<file path="src/design/ckg_pkg.sv">
`default_nettype none
package ckg_pkg;
   // register byte offsets
   localparam logic [7:0] OSC_CONTROL_REG_OFS = 8'h00;
   localparam logic [7:0] SYS_CLOCK_CFG_REG_OFS = 8'h04;
   localparam logic [7:0] SYSCLK_SELECT_REG_OFS = 8'h08;
   localparam logic [7:0] MULT_SELECT_REG_OFS = 8'h0C;
   // osc_control_reg fields
   localparam int WARMUP_START_BIT = 0;
   localparam int WARMUP_FLAG_BIT = 1;
   localparam int WARMUP_CLK_SEL_BIT = 2;
   localparam int WARMUP_TIME_LSB = 4;
   localparam int MULT_ENABLE_BIT = 8;
   localparam int MAIN_OSC_EN_BIT = 9;
   localparam int LOW_OSC_EN_BIT = 10;
   // sys_clock_cfg_reg fields
   localparam int GEAR_LSB = 0;
   localparam int PRESCALE_LSB = 4;
   localparam int PERIPH_SRC_BIT = 8;
   localparam int CLKOUT_SEL_LSB = 12;
   // sysclk_select_reg and mult_select_reg fields
   localparam int SYSCLK_STATUS_BIT = 0;
   localparam int SYSCLK_SEL_BIT = 1;
   localparam int MULT_USE_BIT = 0;
   // reset values and highest legal codes
   localparam logic [2:0] GEAR_RESET = 3'h0;
   localparam logic [2:0] PRESCALE_RESET = 3'h0;
   localparam logic [2:0] GEAR_MAX_CODE = 3'h3;
   localparam logic [2:0] PRESCALE_MAX_CODE = 3'h5;
   // clkout source codes
   localparam logic [1:0] CLKOUT_LOW = 2'h0;
   localparam logic [1:0] CLKOUT_SYS_HALF = 2'h1;
   localparam logic [1:0] CLKOUT_SYS = 2'h2;
   localparam logic [1:0] CLKOUT_PRESCALE = 2'h3;
   // low-power request codes from the core
   localparam logic [1:0] LP_STOP = 2'h1;
   localparam logic [1:0] LP_SLEEP = 2'h2;
   localparam logic [1:0] LP_IDLE = 2'h3;
   // timing
   localparam int CLK_PERIOD_NS = 8;
   localparam int GEAR_DELAY_NS = 32;
   localparam int GEAR_DELAY_CYC = (GEAR_DELAY_NS + CLK_PERIOD_NS - 1) / CLK_PERIOD_NS;
   localparam logic [2:0] TICK_REF_LOG2 = 3'h5;
   localparam logic [2:0] HALF_LOG2 = 3'h1;
   localparam int WU_W = 19;

   typedef enum logic [2:0] {
      CKG_RUN,
      CKG_IDLE,
      CKG_SLEEP,
      CKG_STOP,
      CKG_WARM
   } ckg_state_t;

   // warm-up length in oscillator cycles
   function automatic logic [WU_W-1:0] ckg_wu_len(input logic low_sel, input logic [2:0] code);
      logic [WU_W-1:0] len;
      len = '0;
      if (!low_sel) begin
         if (code != 3'h0) begin
            len = WU_W'(1) << (9 + int'(code));
         end
      end else begin
         case (code)
            3'h0, 3'h1: len = WU_W'(1) << 6;
            3'h2: len = WU_W'(1) << 7;
            3'h3: len = WU_W'(1) << 8;
            3'h4: len = WU_W'(1) << 15;
            3'h5: len = WU_W'(1) << 16;
            3'h6: len = WU_W'(1) << 17;
            default: len = WU_W'(1) << 18;
         endcase
      end
      return len;
   endfunction : ckg_wu_len
endpackage : ckg_pkg
`default_nettype wire

</file>
<file path="src/design/ckg_clock_ctrl.sv">
//Contract
//- multiplied clock runs at four times the main oscillator rate.
//- multiplier-use bit picks main (0) or multiplied (1) high-speed clock; resets 0.
//- gear divides high-speed clock by 1, 2, 4 or 8; reset is by 1.
//- gear write takes effect after a short delay, not immediately.
//- prescaler clock is peripheral source divided by 1 to 32 per select field.
//- after reset the prescaler clock equals the undivided peripheral source.
//- system clock is geared clock when select is 0, low-speed when 1.
//- clock status shows actual system source, updated once switch completes.
//- reset leaves both oscillators on, multiplier off, gear undivided.
//- after reset high-speed, system and prescaler clocks equal main oscillator.
//- multiplier off after reset, runs only after software sets its enable.
//- core clocks follow system clock and stop in idle, sleep and stop.
//- tick timer reference is main oscillator divided by 32.
//- wake from stop or sleep starts warm-up; core clocks wait for it.
//- warm-up counts main cycles when select is 0, low-speed when 1.
//- warm-up length follows 3-bit time field per selected counting clock.
//- start bit launches warm-up; flag reads 1 while counting, 0 when done.
//- multiplier is disabled in stop and sleep modes.
//- clock output select: low-speed, half system, system, prescaler.
//- pin drives clock output only when direction and alternate bits are 1.
//- without low-speed clock, slow and sleep modes are unavailable.
`default_nettype none
module ckg_clock_ctrl (
   // clock and reset
   input wire logic clk_i,
   input wire logic reset_n_i,
   // oscillator pins
   input wire logic main_osc_i,
   input wire logic low_osc_i,
   output logic main_osc_en_o,
   output logic low_osc_en_o,
   // register port
   input wire logic [7:0] addr_i,
   input wire logic [31:0] wdata_i,
   input wire logic wr_i,
   input wire logic rd_i,
   output logic [31:0] rdata_o,
   // core low-power handshake
   input wire logic lp_enter_i,
   input wire logic [1:0] lp_mode_i,
   input wire logic wake_i,
   // port configuration for the shared pin
   input wire logic port_pin_dir_bit_i,
   input wire logic port_pin_alt_fn_bit_i,
   // clock ticks
   output logic high_speed_tick_o,
   output logic sys_tick_o,
   output logic prescaler_tick_o,
   output logic core_bus_tick_o,
   output logic core_free_tick_o,
   output logic tick_ref_tick_o,
   output logic warmup_running_flag_o,
   // clock output pin
   output logic clkout_pin_o,
   output logic clkout_pin_oe_o
);
   import ckg_pkg::*;

   // oscillator synchronisers
   logic [1:0] main_sync;
   logic [1:0] low_sync;
   logic main_prev;
   logic low_prev;
   logic main_tick;
   logic low_tick;
   // registers
   logic warmup_low_sel;
   logic [2:0] warmup_time;
   logic mult_enable;
   logic mult_use_sel;
   logic [2:0] gear_req;
   logic [2:0] gear_act;
   logic [2:0] gear_wait;
   logic [2:0] prescale_div_sel;
   logic periph_src_sel;
   logic [1:0] clkout_sel;
   logic sysclk_sel;
   logic sysclk_src_status;
   // warm-up
   logic [WU_W-1:0] wu_cnt;
   logic [WU_W-1:0] wu_len;
   logic wu_src_tick;
   logic wu_start;
   logic wu_done;
   // state and derived ticks
   ckg_state_t state;
   ckg_state_t next_state;
   logic deep_sleep;
   logic lp_active;
   logic mult_run;
   logic mult_tick;
   logic hs_tick;
   logic gear_tick;
   logic periph_tick;
   logic presc_div_tick;
   logic presc_tick;
   logic sys_tick;
   logic sys_half_tick;
   logic tick_ref;
   logic out_tick;
   logic [2:0] presc_log2;
   logic wr_osc;
   logic wr_cfg;
   logic wr_sel;
   logic wr_mult;

   // both oscillators pass two flops before any edge logic
   always_ff @(posedge clk_i) begin
      if (!reset_n_i) begin
         main_sync <= 2'h0;
         low_sync <= 2'h0;
         main_prev <= 1'b0;
         low_prev <= 1'b0;
      end else begin
         main_sync <= {main_sync[0], main_osc_i};
         low_sync <= {low_sync[0], low_osc_i};
         main_prev <= main_sync[1];
         low_prev <= low_sync[1];
      end
   end

   // the stop mode masks the edges of both oscillators; their enables stay set
   assign deep_sleep = (state == CKG_STOP) || (state == CKG_SLEEP);
   assign main_tick = main_sync[1] && !main_prev && main_osc_en_o && state != CKG_STOP;
   assign low_tick = low_sync[1] && !low_prev && low_osc_en_o && state != CKG_STOP;
   assign lp_active = (state != CKG_RUN);

   assign wr_osc = wr_i && addr_i == OSC_CONTROL_REG_OFS;
   assign wr_cfg = wr_i && addr_i == SYS_CLOCK_CFG_REG_OFS;
   assign wr_sel = wr_i && addr_i == SYSCLK_SELECT_REG_OFS;
   assign wr_mult = wr_i && addr_i == MULT_SELECT_REG_OFS;

   // oscillator and warm-up control
   always_ff @(posedge clk_i) begin
      if (!reset_n_i) begin
         main_osc_en_o <= 1'b1;
         low_osc_en_o <= 1'b1;
         mult_enable <= 1'b0;
         warmup_low_sel <= 1'b0;
         warmup_time <= 3'h0;
      end else if (wr_osc) begin
         main_osc_en_o <= wdata_i[MAIN_OSC_EN_BIT];
         low_osc_en_o <= wdata_i[LOW_OSC_EN_BIT];
         mult_enable <= wdata_i[MULT_ENABLE_BIT];
         warmup_low_sel <= wdata_i[WARMUP_CLK_SEL_BIT];
         warmup_time <= wdata_i[WARMUP_TIME_LSB +: 3];
      end
   end

   // clock configuration
   always_ff @(posedge clk_i) begin
      if (!reset_n_i) begin
         gear_req <= GEAR_RESET;
         prescale_div_sel <= PRESCALE_RESET;
         periph_src_sel <= 1'b0;
         clkout_sel <= CLKOUT_LOW;
      end else if (wr_cfg) begin
         // reserved gear codes leave the gear where it was
         if (wdata_i[GEAR_LSB +: 3] <= GEAR_MAX_CODE) begin
            gear_req <= wdata_i[GEAR_LSB +: 3];
         end
         prescale_div_sel <= wdata_i[PRESCALE_LSB +: 3];
         periph_src_sel <= wdata_i[PERIPH_SRC_BIT];
         clkout_sel <= wdata_i[CLKOUT_SEL_LSB +: 2];
      end
   end

   // new gear waits out a short settling delay
   always_ff @(posedge clk_i) begin
      if (!reset_n_i) begin
         gear_act <= GEAR_RESET;
         gear_wait <= 3'h0;
      end else if (wr_cfg) begin
         gear_wait <= 3'(GEAR_DELAY_CYC);
      end else if (gear_wait != 3'h0) begin
         gear_wait <= gear_wait - 3'h1;
         if (gear_wait == 3'h1) begin
            gear_act <= gear_req;
         end
      end
   end

   always_ff @(posedge clk_i) begin
      if (!reset_n_i) begin
         mult_use_sel <= 1'b0;
      end else if (wr_mult) begin
         mult_use_sel <= wdata_i[MULT_USE_BIT];
      end
   end

   // selecting low speed needs the low-speed oscillator running
   always_ff @(posedge clk_i) begin
      if (!reset_n_i) begin
         sysclk_sel <= 1'b0;
      end else if (wr_sel) begin
         sysclk_sel <= wdata_i[SYSCLK_SEL_BIT] && low_osc_en_o;
      end
   end

   // status flips only on an edge of the newly chosen clock
   always_ff @(posedge clk_i) begin
      if (!reset_n_i) begin
         sysclk_src_status <= 1'b0;
      end else if (sysclk_sel != sysclk_src_status) begin
         if (sysclk_sel ? low_tick : gear_tick) begin
            sysclk_src_status <= sysclk_sel;
         end
      end
   end

   // low-power state
   always_comb begin
      next_state = state;
      case (state)
         CKG_RUN: begin
            if (lp_enter_i) begin
               case (lp_mode_i)
                  LP_IDLE: next_state = CKG_IDLE;
                  LP_STOP: next_state = CKG_STOP;
                  LP_SLEEP: next_state = low_osc_en_o ? CKG_SLEEP : CKG_RUN;
                  default: next_state = CKG_RUN;
               endcase
            end
         end
         CKG_IDLE: begin
            if (wake_i) begin
               next_state = CKG_RUN;
            end
         end
         CKG_SLEEP, CKG_STOP: begin
            if (wake_i) begin
               next_state = CKG_WARM;
            end
         end
         CKG_WARM: begin
            if (!warmup_running_flag_o) begin
               next_state = CKG_RUN;
            end
         end
         default: next_state = CKG_RUN;
      endcase
   end

   always_ff @(posedge clk_i) begin
      if (!reset_n_i) begin
         state <= CKG_RUN;
      end else begin
         state <= next_state;
      end
   end

   // warm-up counter
   assign wu_start = (wr_osc && wdata_i[WARMUP_START_BIT]) ||
      (deep_sleep && wake_i);
   assign wu_src_tick = warmup_low_sel ? low_tick : main_tick;
   assign wu_len = ckg_wu_len(warmup_low_sel, warmup_time);
   assign wu_done = (wu_len == '0) || (wu_src_tick && wu_cnt == wu_len - WU_W'(1));

   // a start in the finishing cycle restarts the count
   always_ff @(posedge clk_i) begin
      if (!reset_n_i) begin
         warmup_running_flag_o <= 1'b0;
         wu_cnt <= '0;
      end else if (wu_start) begin
         warmup_running_flag_o <= 1'b1;
         wu_cnt <= '0;
      end else if (warmup_running_flag_o) begin
         if (wu_done) begin
            warmup_running_flag_o <= 1'b0;
         end else if (wu_src_tick) begin
            wu_cnt <= wu_cnt + WU_W'(1);
         end
      end
   end

   // clock tree
   assign mult_run = mult_enable && !deep_sleep;
   assign hs_tick = mult_use_sel ? mult_tick : main_tick;
   assign sys_tick = sysclk_src_status ? low_tick : gear_tick;
   assign periph_tick = periph_src_sel ? hs_tick : gear_tick;
   assign presc_log2 = (prescale_div_sel > PRESCALE_MAX_CODE) ? 3'h0 : prescale_div_sel;
   assign presc_tick = (prescale_div_sel == 3'h0) ? periph_tick : presc_div_tick;

   ckg_mult4 u_mult (
      .clk_i(clk_i),
      .reset_n_i(reset_n_i),
      .enable_i(mult_run),
      .main_tick_i(main_tick),
      .mult_tick_o(mult_tick),
      .locked_o()
   );

   ckg_tick_div u_gear (
      .clk_i(clk_i),
      .reset_n_i(reset_n_i),
      .tick_i(hs_tick),
      .div_log2_i(gear_act),
      .tick_o(gear_tick)
   );

   ckg_tick_div u_presc (
      .clk_i(clk_i),
      .reset_n_i(reset_n_i),
      .tick_i(periph_tick),
      .div_log2_i(presc_log2),
      .tick_o(presc_div_tick)
   );

   ckg_tick_div u_tick_ref (
      .clk_i(clk_i),
      .reset_n_i(reset_n_i),
      .tick_i(main_tick),
      .div_log2_i(TICK_REF_LOG2),
      .tick_o(tick_ref)
   );

   ckg_tick_div u_sys_half (
      .clk_i(clk_i),
      .reset_n_i(reset_n_i),
      .tick_i(sys_tick && !deep_sleep),
      .div_log2_i(HALF_LOG2),
      .tick_o(sys_half_tick)
   );

   // output ticks; divided paths carry one more cycle of latency
   always_ff @(posedge clk_i) begin
      if (!reset_n_i) begin
         high_speed_tick_o <= 1'b0;
         sys_tick_o <= 1'b0;
         prescaler_tick_o <= 1'b0;
         core_bus_tick_o <= 1'b0;
         core_free_tick_o <= 1'b0;
         tick_ref_tick_o <= 1'b0;
      end else begin
         high_speed_tick_o <= hs_tick;
         sys_tick_o <= sys_tick;
         prescaler_tick_o <= presc_tick;
         core_bus_tick_o <= sys_tick && !lp_active;
         core_free_tick_o <= sys_tick && !lp_active;
         tick_ref_tick_o <= tick_ref;
      end
   end

   // clock output pin
   always_comb begin
      case (clkout_sel)
         CLKOUT_LOW: out_tick = low_tick;
         CLKOUT_SYS_HALF: out_tick = sys_half_tick;
         CLKOUT_SYS: out_tick = sys_tick && !deep_sleep;
         default: out_tick = presc_tick && !lp_active;
      endcase
   end

   // with no source edges the pin simply keeps its level
   always_ff @(posedge clk_i) begin
      if (!reset_n_i) begin
         clkout_pin_o <= 1'b0;
         clkout_pin_oe_o <= 1'b0;
      end else begin
         if (out_tick) begin
            clkout_pin_o <= !clkout_pin_o;
         end
         clkout_pin_oe_o <= port_pin_dir_bit_i && port_pin_alt_fn_bit_i;
      end
   end

   // register read, one cycle after the strobe
   always_ff @(posedge clk_i) begin
      if (!reset_n_i) begin
         rdata_o <= 32'h0000_0000;
      end else if (rd_i) begin
         rdata_o <= 32'h0000_0000;
         case (addr_i)
            OSC_CONTROL_REG_OFS: begin
               rdata_o[WARMUP_FLAG_BIT] <= warmup_running_flag_o;
               rdata_o[WARMUP_CLK_SEL_BIT] <= warmup_low_sel;
               rdata_o[WARMUP_TIME_LSB +: 3] <= warmup_time;
               rdata_o[MULT_ENABLE_BIT] <= mult_enable;
               rdata_o[MAIN_OSC_EN_BIT] <= main_osc_en_o;
               rdata_o[LOW_OSC_EN_BIT] <= low_osc_en_o;
            end
            SYS_CLOCK_CFG_REG_OFS: begin
               rdata_o[GEAR_LSB +: 3] <= gear_req;
               rdata_o[PRESCALE_LSB +: 3] <= prescale_div_sel;
               rdata_o[PERIPH_SRC_BIT] <= periph_src_sel;
               rdata_o[CLKOUT_SEL_LSB +: 2] <= clkout_sel;
            end
            SYSCLK_SELECT_REG_OFS: begin
               rdata_o[SYSCLK_SEL_BIT] <= sysclk_sel;
               rdata_o[SYSCLK_STATUS_BIT] <= sysclk_src_status;
            end
            MULT_SELECT_REG_OFS: begin
               rdata_o[MULT_USE_BIT] <= mult_use_sel;
            end
            default: rdata_o <= 32'h0000_0000;
         endcase
      end
   end
endmodule : ckg_clock_ctrl
`default_nettype wire

</file>
<file path="src/design/ckg_mult4.sv">
`default_nettype none
module ckg_mult4 (
   // clock and reset
   input wire logic clk_i,
   input wire logic reset_n_i,
   // control
   input wire logic enable_i,
   input wire logic main_tick_i,
   // multiplied clock ticks
   output logic mult_tick_o,
   output logic locked_o
);
   import ckg_pkg::*;

   logic [15:0] per_cnt;
   logic [15:0] period;
   logic [15:0] phase;
   logic [13:0] quarter;
   logic seen;

   assign quarter = period[15:2];

   // period measured in system cycles between main edges
   always_ff @(posedge clk_i) begin
      if (!reset_n_i || !enable_i) begin
         per_cnt <= 16'h0000;
         period <= 16'h0000;
         seen <= 1'b0;
         locked_o <= 1'b0;
      end else if (main_tick_i) begin
         per_cnt <= 16'h0001;
         seen <= 1'b1;
         if (seen) begin
            period <= per_cnt;
            locked_o <= 1'b1;
         end
      end else if (per_cnt != 16'hFFFF) begin
         per_cnt <= per_cnt + 16'h0001;
      end
   end

   always_ff @(posedge clk_i) begin
      if (!reset_n_i || !enable_i) begin
         phase <= 16'h0000;
      end else if (main_tick_i) begin
         phase <= 16'h0001;
      end else if (phase != 16'hFFFF) begin
         phase <= phase + 16'h0001;
      end
   end

   // four evenly spaced edges per main period
   always_ff @(posedge clk_i) begin
      if (!reset_n_i || !enable_i) begin
         mult_tick_o <= 1'b0;
      end else begin
         mult_tick_o <= locked_o && (main_tick_i || (quarter != 14'h0000 &&
            (phase == {2'h0, quarter} || phase == {1'b0, quarter, 1'b0} ||
             phase == 16'({2'h0, quarter} + {1'b0, quarter, 1'b0}))));
      end
   end
endmodule : ckg_mult4
`default_nettype wire

</file>
<file path="src/design/ckg_tick_div.sv">
`default_nettype none
module ckg_tick_div (
   // clock and reset
   input wire logic clk_i,
   input wire logic reset_n_i,
   // ticks
   input wire logic tick_i,
   input wire logic [2:0] div_log2_i,
   output logic tick_o
);
   import ckg_pkg::*;

   logic [4:0] cnt;
   logic [4:0] mask;

   assign mask = 5'((6'h01 << div_log2_i) - 6'h01);

   always_ff @(posedge clk_i) begin
      if (!reset_n_i) begin
         cnt <= 5'h00;
      end else if (tick_i) begin
         cnt <= cnt + 5'h01;
      end
   end

   always_ff @(posedge clk_i) begin
      if (!reset_n_i) begin
         tick_o <= 1'b0;
      end else begin
         tick_o <= tick_i && ((cnt & mask) == mask);
      end
   end
endmodule : ckg_tick_div
`default_nettype wire

</file>
<file path="config.mk">
export PLATFORM = sky130hd
export DESIGN_NAME = ckg_clock_ctrl
export DESIGN_NICKNAME = d
export VERILOG_FILES = /design/src/design/ckg_pkg.sv /design/src/design/ckg_clock_ctrl.sv /design/src/design/ckg_mult4.sv /design/src/design/ckg_tick_div.sv
export SDC_FILE = /design/constraint.sdc
export NUM_CORES = 1
export LEC_CHECK = 0
export BUFFER_PORTS_ARGS = -buffer_cell sky130_fd_sc_hd__clkbuf_2
export CAP_MARGIN = 20
export CELL_PAD_IN_SITES_DETAIL_PLACEMENT = 1
export CELL_PAD_IN_SITES_GLOBAL_PLACEMENT = 1
export CORE_ASPECT_RATIO = 0.7
export CORE_MARGIN = 1.5
export CORE_UTILIZATION = 35
export CTS_CLUSTER_SIZE = 40
export DETAILED_ROUTE_END_ITERATION = 16
export PLACE_DENSITY_LB_ADDON = 0.1
export SYNTH_ARGS = -nofsm -noshare
export SYNTH_HDL_FRONTEND = slang
export SYNTH_SLANG_ARGS = --single-unit
</file>
<file path="constraint.sdc">
create_clock -name clk_i -period 4.9 [get_ports clk_i]
set_clock_uncertainty 0.2 [all_clocks]
set_input_delay 0.245 -clock clk_i [delete_from_list [all_inputs] [get_ports clk_i]]
set_output_delay 0.245 -clock clk_i [all_outputs]
set_load 0.005 [all_outputs]
</file>
==> results of run 1 <==
-- metal layers --
layer,vias up,wire length [um]
met5,-,0
met3,24,599
met1,3582,13800
li1,3710,-
met4,0,347
met2,81,9770
-- path summary, 6_finish.rpt --
kind / from / to / slack [ns] / cells past startpoint
max: warmup_time[1] / wu_cnt[13] / 0.58 / 15
min: addr_i[3] / mult_use_sel / 0.06 / 4
max reg2reg: warmup_time[1] / wu_cnt[13] / 0.58 / 15
min reg2reg: low_sync[0] / low_sync[1] / 0.23 / 1
-- flip-flops by register name, indices dropped and copies added, names as in the netlist, 5 cells and up --
register	flops
wu_cnt	19
u_gear.cnt	5
u_tick_ref.cnt	5
u_mult.phase	16
u_presc.cnt	5
rdata_o	11
u_mult.per_cnt	16
u_mult.period	14
-- per-stage QoR --
step / utilization, % / hold WS [ns] / power (mW) / setup WS [ns]
after floorplan: - / 0.172 / 1.31 / 1.11
after global placement: 37.8 / 0.218 / 1.34 / 0.736
after detailed placement: 37.8 / 0.220 / 1.35 / 0.619
after CTS: 41.2 / 0.0440 / 2.73 / 0.606
after global routing: 41.2 / 0.0806 / 2.79 / 0.247
final: 41.2 / 0.0554 / 2.69 / 0.578
-- final cells by class --
type | instances | share of cell area (%)
clock buffer | 19 | 4.49
clock inverter | 13 | 1.57
inverter | 38 | 1.44
multi-input combinational | 806 | 54.0
sequential | 141 | 28.6
tap | 318 | 4.03
timing repair buffer | 87 | 5.86
-- kinds of logic (layout without fill, tap and decap cells) --
kind of cell / Yosys count / after routing / share of synthesized area [%]
buf+inv: 118 / 157 / 6.38
compound gates: 163 / 163 / 13.2
fa+ha+maj: 38 / 38 / 5.60
simple gates: 440 / 440 / 26.8
mux: 36 / 36 / 4.48
xor+xnor: 106 / 106 / 10.8
other cells: 2 / 23 / 0.0871
flops: 141 / 141 / 32.7
-- power groups by stage --
stage | clock [mW] | sequential (mW) | combinational [mW]
2_1_floorplan | 0 | 1.19 | 0.118
3_3_place_gp | 0 | 1.20 | 0.147
3_5_place_dp | 0 | 1.20 | 0.149
4_1_cts | 1.39 | 1.17 | 0.164
5_1_grt | 1.43 | 1.17 | 0.184
6_report | 1.35 | 1.17 | 0.163
-- what timing repair did --
action	4_1_cts	5_1_grt
resized for setup	0	0
buffers inserted	0	0
hold buffers	22	0
hold endpoints to repair	26	0
-- worst reg2reg max path, delay by kind of cell (launching register included) --
kind                     cells  cell delay [ns]
AO/OA/AOI/OAI                4             0.98
flip-flops                   1             0.32
multiplexers                 1             0.14
buffers and inverters        2             0.40
AND/OR/NAND/NOR              6             1.52
adder cells (fa/ha/maj)      2             0.64
-- placed cells by master, fill, tap and decap left out, drive strengths merged, types with 8 or more instances in the layout --
cell type / instances
nor2: 67
buf: 13
or4: 9
and4: 8
nand3: 58
a31oi: 9
nand2b: 30
xor2: 50
and3: 24
inv: 42
nor2b: 20
xnor2: 56
a21oi: 40
nor4: 14
mux2: 8
ha: 37
nand4: 34
nand2: 103
mux2i: 27
and2: 23
a21boi: 33
conb: 23
dlygate4sd3: 22
clkbuf: 71
nor3: 22
o21ai: 28
dfxtp: 141
==> metrics, run 1 <==
largest net degree at the start of global routing=73; Worst-path clk slew=0.07 ns; H-tree depth=4; Synth cell types=77; antenna violations before repair=0; Yosys reg bits=141; Starting DRT DRC Count=~450; endpoints failing hold=0; Sequential Power Share=between 40% and 50%; wire per inst=17.2 um; Via density=5.20; Rel. slew slack=41.5%; Total Routing Usage GR=20.1%; met3 usage=3.04%; critical path's slowest cell=or4_4; Crit path max-delay family=simple AND/OR/NAND/NOR gates; core area=23,900 um^2; share of the synthesized area in the top cell type=32.7%; DR pass1 iterations=4; Post-Layout Inst Area=9870 um^2; Post-synth EDFFs=0; asr flop ratio synth=0%; Primary FF master, synth=dfxtp_1; slew at the pin closest to its max-slew limit=around 0.87 ns; Post-Syn Instances=approximately 1,000; Syn Area/Cell=8.26 um^2; Final period util=88.2%; fin cells=1,422; hold crit path type=input pin to flip-flop; Clk pwr share=50.4%; share of layout cells above drive strength 1=11.2%; final net count=1,181; CTS tree=yes; RSZ-0062 raised after global routing=no; Startpoint Class=flip-flop; RD Place Congestion=0.813; Fillers=2,881; Final Setup Violations=0; min Tclk post-route=4.32 ns; detailed-route via count=7,397; GRT met1 Usage=a little under a third; area leader, netlist=dfxtp_1; Skew-Pair Late Insertion Delay=0.44 ns; count leader, synth=dfxtp_1; VDD IR max=313 uV; Pwr per Cell Area=272 nW/um^2; Ant. Diodes=0; antenna-violating nets left=0; CTS buffer count=17; first-pass GRT wire length=40,300 um; met2 Use GR=27.8%; die span in x=191 um; Seq/Total Area, Yosys=between 30% and 40%; fmax=231 MHz; worst path bufs/invs=2; Ports=95; setup tns final=0 ns; Commonest cells post-synth=dfxtp_1, nand2_1, nor2_1; Worst Setup End Kind=flip-flop; Synth area leaders=dfxtp_1, xnor2_1, ha_1; P_sw=about 680 uW; multi-input logic area=5330 um^2; Sw Ratio=between 20% and 30%; status=finished, final reports clean; WP data arrival=4.42 ns; Cell Chain, Critical Path=nand2_2 > inv_2 > ha_1 > nor2b_1 > nand4_1 > ha_1 > o21ai_1 > nor3_2 > a211oi_1 > a311oi_1 > or4_4 > o31ai_4 > buf_4 > nor4b_1 > mux2i_1; Pint=2.01 mW; Logic pwr share=6.1%; worst-path fanout max=17; max-slew violations=0; CP Class=flip-flop to flip-flop; GR Overflow Total=0; required time worst endpoint=5.00 ns; HPWL Detailed=17,900 um; dpl cells=approximately 1,400; yosys warns=0; Area Growth Syn to Fin=14.4%; Critical Path Max Stage Delay=0.59 ns; PortBufs=52; Static Leakage=approximately 3.9 nW; Rows=47; CP most frequent cell=ha_1; Num Clock Sinks=141; register area=2820 um^2; WL final=24,500 um; initial core utilization=36.0%; Most Crowded Layer GR=met1; Max Cap Viol=0; die area=25,600 um^2; die span in y=134 um; vias in the first global route=~7,300; CTS Root Cell=clkbuf_16; placed instance area=9050 um^2; CTS max path bufs=2; DRC viols=0; Post-Syn Area=between 8000 and 9000 um^2
(Power assumes the default switching activity.)
==> run 2, diff against run 1 <==
Settings changed: SYNTH_HIERARCHICAL from default to 1.
==> run 2 against run 1 <==
Final cell count is 8.4% higher. Synthesized area is 7.2% higher. Critical path depth stayed put. Clock power hardly changed. Sequential cell count is 4 higher. Worst setup slack better by 0.13 ns. Via count is 9.1% higher. Highest routed layer unchanged.
==> metrics, run 2 <==
status=finished, final reports clean; Worst-path clk slew=0.07 ns; initial core utilization=between 30% and 40%; Hold Startpoint=addr_i[6]; Commonest cells post-synth=dfxtp_1, nand2_1, nor2_1; HPWL Detailed=19,500 um; worst-path fanout max=21; vias in the first global route=7,990; RD Place Congestion=0.816; CP Class=flip-flop to flip-flop; Seq/Total Area, Yosys=31.4%; DRC viols=0; post-CTS setup repair buffer count=0; die span in x=roughly 200 um; most frequent cells in the layout=dfxtp_1, nand2_1, nor2_1; slew at the pin closest to its max-slew limit=0.719 ns; FF-to-FF Start=warmup_time[2]; core area=25,800 um^2; hold-fix buffers at CTS=23; Post-Syn Instances=1,120; Worst Setup End Kind=flip-flop; asr flop ratio synth=0%; endpoints failing hold=0; Synth area leaders=dfxtp_1, xnor2_1, ha_1; reg2reg end=wu_cnt[4]; yosys warns=6; GR Overflow Total=0; Yosys reg bits=145; final net count=1,261; share of layout cells above drive strength 1=11.3%; count leader, synth=dfxtp_1; antenna-violating nets left=0; setup tns final=0 ns; CTS tree=yes; Via density=5.23; detailed-route via count=8,068; flop2flop setup slack=around 0.7 ns; hold worst-path end=rdata_o[0]; hold path cells=4; Starting DRT DRC Count=roughly 360; Primary FF master, synth=dfxtp_1; share of the synthesized area in the top cell type=31.4%; number of flip-flops in the largest register=19; Area Growth Syn to Fin=13.6%; antenna violations before repair=0; Ant. Diodes=0; Post-Syn Area=9250 um^2; Max Cap Viol=0; VDD IR max=roughly 230 uV; Fillers=3,092; CTS max path bufs=2; Ports=95; Num Clock Sinks=roughly 150; Total Routing Usage GR=20.1%; post-layout util=between 40% and 50%; CTS buffer count=17; die span in y=139 um; WL final=26,400 um; Post-synth EDFFs=0; max-slew violations=0; WP data arrival=roughly 4.3 ns; largest net degree at the start of global routing=56; Syn Area/Cell=8.26 um^2; Rel. slew slack=between 50% and 60%; required time worst endpoint=5.03 ns; min Tclk post-route=4.19 ns; commonest non-fill, non-tap cell in the layout=dfxtp_1; DR pass1 iterations=4; Pwr per Cell Area=257 nW/um^2; Biggest register=wu_cnt; Startpoint Class=flip-flop; Skew-Pair Late Insertion Delay=0.44 ns; Rows=49; Final period util=85.5%; CTS resizes=0; Final Setup Violations=0; area leader, netlist=dfxtp_1; CTS Root Cell=clkbuf_16; Register-to-Register Path Depth=15; first-pass GRT wire length=43,900 um; Synth cell types=between 90 and 100; wire per inst=17.1 um; RSZ-0062 raised after global routing=no; Top Registers=wu_cnt (19), u_mult/per_cnt (16), u_mult/phase (16); die area=approximately 27,000 um^2; fmax=239 MHz; Static Leakage=3.97 nW; H-tree depth=4; hold crit path type=input pin to flip-flop; PortBufs=52
-- run 2: power breakdown --
group / switching (mW) / internal, mW
Sequential: 0.0127 / 1.19
Clock: 0.583 / 0.745
Combinational: 0.0916 / 0.0728
Total: 0.687 / 2.01
-- run 2: cell type report --
cell class | instances | area (um^2) | share of cell area [%]
clock buffer | 19 | 453 | 4.31
tap | 357 | 447 | 4.25
inverter | 35 | 131 | 1.25
sequential | 145 | 2900 | 27.6
timing repair buffer | 89 | 596 | 5.67
clock inverter | 13 | 141 | 1.35
multi-input combinational | 884 | 5840 | 55.6
-- run 2: kinds of logic (layout without fill, tap and decap cells) --
kind of cell,after synthesis,in the layout,synth area share [%]
flip-flops,145,145,31.4
XOR/XNOR,100,100,9.70
other,2,33,0.0812
buffers and inverters,122,156,6.75
AO/OA/AOI/OAI,232,232,17.3
AND/OR/NAND/NOR,454,454,26.5
adder cells (fa/ha/maj),37,37,5.09
multiplexers,28,28,3.25
-- run 2: worst max-delay path by stage --
stage | startpoint | endpoint | slack (ns) | cells after the start
4_1_cts | warmup_time[2] | wu_cnt[4] | 0.69 | 15
5_1_grt | warmup_time[2] | wu_cnt[6] | 0.39 | 15
6_report | warmup_time[2] | wu_cnt[4] | 0.71 | 15
3_5_place_dp | warmup_time[2] | wu_cnt[4] | 0.72 | 15
3_3_place_gp | warmup_time[2] | wu_cnt[4] | 0.79 | 15
2_1_floorplan | warmup_time[1] | wu_cnt[4] | 1.29 | 18
-- run 2: metal layers --
metal	routed length (um)	global-route usage, %
met5	0	0
met4	225	4.58
met3	862	3.77
met2	10900	28.8
met1	14400	30.6
-- run 2: through the flow --
| step | power, mW | hold slack [ns] | cells | setup slack, ns | cell area [um^2] |
|---|---|---|---|---|---|
| 2_1_floorplan | 1.34 | 0.167 | 1151 | 1.29 | 9370 |
| 3_3_place_gp | 1.38 | 0.223 | 1487 | 0.790 | 9690 |
| 3_5_place_dp | 1.38 | 0.225 | 1487 | 0.718 | 9690 |
| 4_1_cts | 2.74 | 0.00666 | 1542 | 0.694 | 10500 |
| 5_1_grt | 2.80 | 0.0359 | 1542 | 0.393 | 10500 |
| 6_report | 2.70 | 0.0236 | 1542 | 0.709 | 10500 |
-- run 2: worst max-delay path: stages, from the launching register on --
cell and delay, ns:
dfxtp_1 0.56, inv_2 0.11, ha_1 0.35, nor2b_1 0.23
nand2_1 0.13, ha_1 0.30, xor2_1 0.16, a311o_1 0.31
a211oi_1 0.20, nand4_1 0.15, nor4_2 0.24, nand3_1 0.16
nor3_4 0.41, buf_4 0.32, nor4_1 0.08, o21a_1 0.17
==> run 3, diff against run 2 <==
Clock period 4.9 ns to 5.09 ns, I/O delays scaled along.
==> run 3 against run 2 <==
Sequential power down 4%. Sequential share of layout area up 0.056 points. Clock power down 5%. Core utilization down 0.082 points. Cell area down 0.20%. First-iteration DRC count up 5.2%. Combinational power down 3%. Register-to-register slack worse by 0.03 ns. Worst hold slack worse by 0.0049 ns. Final cell count down 0.13%. Sequential cell count unchanged. Highest routed layer unchanged. Non-clock buffer count down 2.
==> metrics, run 3 (same netlist as run 2, synthesis figures left out) <==
RD Place Congestion=0.809; CTS Root Cell=clkbuf_16; Pwr per Cell Area=about 250 nW/um^2; status=finished, final reports clean; fin cells=1,540; Max Cap Viol=0; worst path bufs/invs=2; Pint=1.92 mW; number of flip-flops in the largest register=19; setup tns final=0 ns; Fillers=3,101; Skew-Pair Late Insertion Delay=approximately 0.44 ns; fmax=~230 MHz; Cell Chain, Critical Path=nand2_1 > inv_2 > ha_1 > nor2b_1 > nand2_1 > ha_1 > xor2_1 > a311o_1 > a211oi_1 > nand4_1 > nor4_2 > nand3_1 > nor3_4 > buf_4 > o21ai_1 > and2_1; CP endpoint=warmup_running_flag_o; Worst-path clk slew=0.07 ns; Rows=49; share of layout cells above drive strength 1=approximately 11%; Via density=5.19; met2 Use GR=28.8%; reg2reg end=warmup_running_flag_o; wire per inst=17.2 um; Critical Path Stages=16; Sw Ratio=25.8%; hold crit path type=input pin to flip-flop; most frequent cells in the layout=dfxtp_1, nand2_1, nor2_1; initial core utilization=35.8%; slew at the pin closest to its max-slew limit=roughly 0.71 ns; detailed-route via count=between 7,000 and 8,000; critical path's slowest cell=nor3_4; CTS buffer count=17; hold-fix buffers at CTS=22; Most Crowded Layer GR=met1; post-layout util=40.6%; Starting DRT DRC Count=382; final net count=about 1,300; hold path cells=4; Final period util=86.7%; largest net degree at the start of global routing=70; worst-path fanout max=19; Ant. Diodes=0; antenna violations before repair=0; endpoints failing hold=0; CTS resizes=0; Total Routing Usage GR=20.0%; Rel. slew slack=~53%; hold slack=0.0187 ns; min Tclk post-route=4.41 ns; Final Setup Violations=0; Clk pwr share=49.1%; VDD IR max=226 uV; CTS tree=yes; HPWL Detailed=slightly below 20,000 um; P_sw=about 670 uW; GRT met1 Usage=around 31%; Worst Setup End Kind=flip-flop; die area=27,400 um^2; die span in x=197 um; first-pass GRT wire length=about 44,000 um; Sequential Power Share=44.8%; PortBufs=52; DRC viols=0; WP data arrival=4.54 ns; H-tree depth=4; Post-Layout Inst Area=10,500 um^2; Crit path max-delay family=simple AND/OR/NAND/NOR gates; CP Class=flip-flop to flip-flop; placed instance area=roughly 9700 um^2; required time worst endpoint=5.22 ns; vias in the first global route=slightly above 8,000; total power=2.59 mW; Hold Startpoint=addr_i[6]; WL final=approximately 27,000 um; antenna-violating nets left=0; Biggest register=wu_cnt; die span in y=139 um; Top Registers=wu_cnt (19), u_mult/per_cnt (16), u_mult/phase (16); DR pass1 iterations=5; met3 usage=under 10%; Static Leakage=3.96 nW; RSZ-0062 raised after global routing=no; worst setup margin=0.676 ns; max-slew violations=0; Num Clock Sinks=approximately 150; Startpoint Class=flip-flop; Register-to-Register Path Depth=16; commonest non-fill, non-tap cell in the layout=dfxtp_1; flop2flop setup slack=0.68 ns; CTS max path bufs=2; core area=roughly 26,000 um^2; CP startpoint=warmup_time[1]; post-CTS setup repair buffer count=0; Logic pwr share=6.1%; dpl ws=0.731 ns; GR Overflow Total=0; Ports=95; dpl cells=1,486; Area Growth Syn to Fin=13.4%; FF-to-FF Start=warmup_time[1]; Critical Path Max Stage Delay=0.58 ns
==> run 3: worst min path at each step <==
stage / endpoint
after floorplan: u_gear/cnt[0]
after global placement: low_sync[1]
after detailed placement: main_sync[1]
after CTS: rdata_o[1]
after global routing: rdata_o[0]
final: rdata_o[0]
==> run 3: worst min-delay path: stages <==
cell	delay [ns]
clkbuf_2	0.10
nor3_1	0.09
nand3_1	0.09
a21boi_0	0.07
==> run 3: routing by layer <==
metal	part of all wire, %	up-vias	routed length [um]
li1	-	4034	-
met1	54	3844	14400
met2	42	96	11200
met3	3.1	11	820
met4	0.53	0	141
met5	0	-	0
==> run 3: power groups by stage <==
stage / registers [mW] / clock network, mW / logic [mW]
after floorplan: 1.18 / 0 / 0.109
after global placement: 1.19 / 0 / 0.143
after detailed placement: 1.19 / 0 / 0.144
after CTS: 1.16 / 1.31 / 0.159
after global routing: 1.16 / 1.37 / 0.181
final: 1.16 / 1.27 / 0.159
==> run 3: cell type report <==
cell class | count | area [um^2] | share of cell area, %
clock buffer | 18 | 439 | 4.19
clock inverter | 14 | 151 | 1.44
inverter | 35 | 131 | 1.25
multi-input combinational | 884 | 5840 | 55.7
sequential | 145 | 2900 | 27.7
tap | 357 | 447 | 4.26
timing repair buffer | 87 | 578 | 5.51
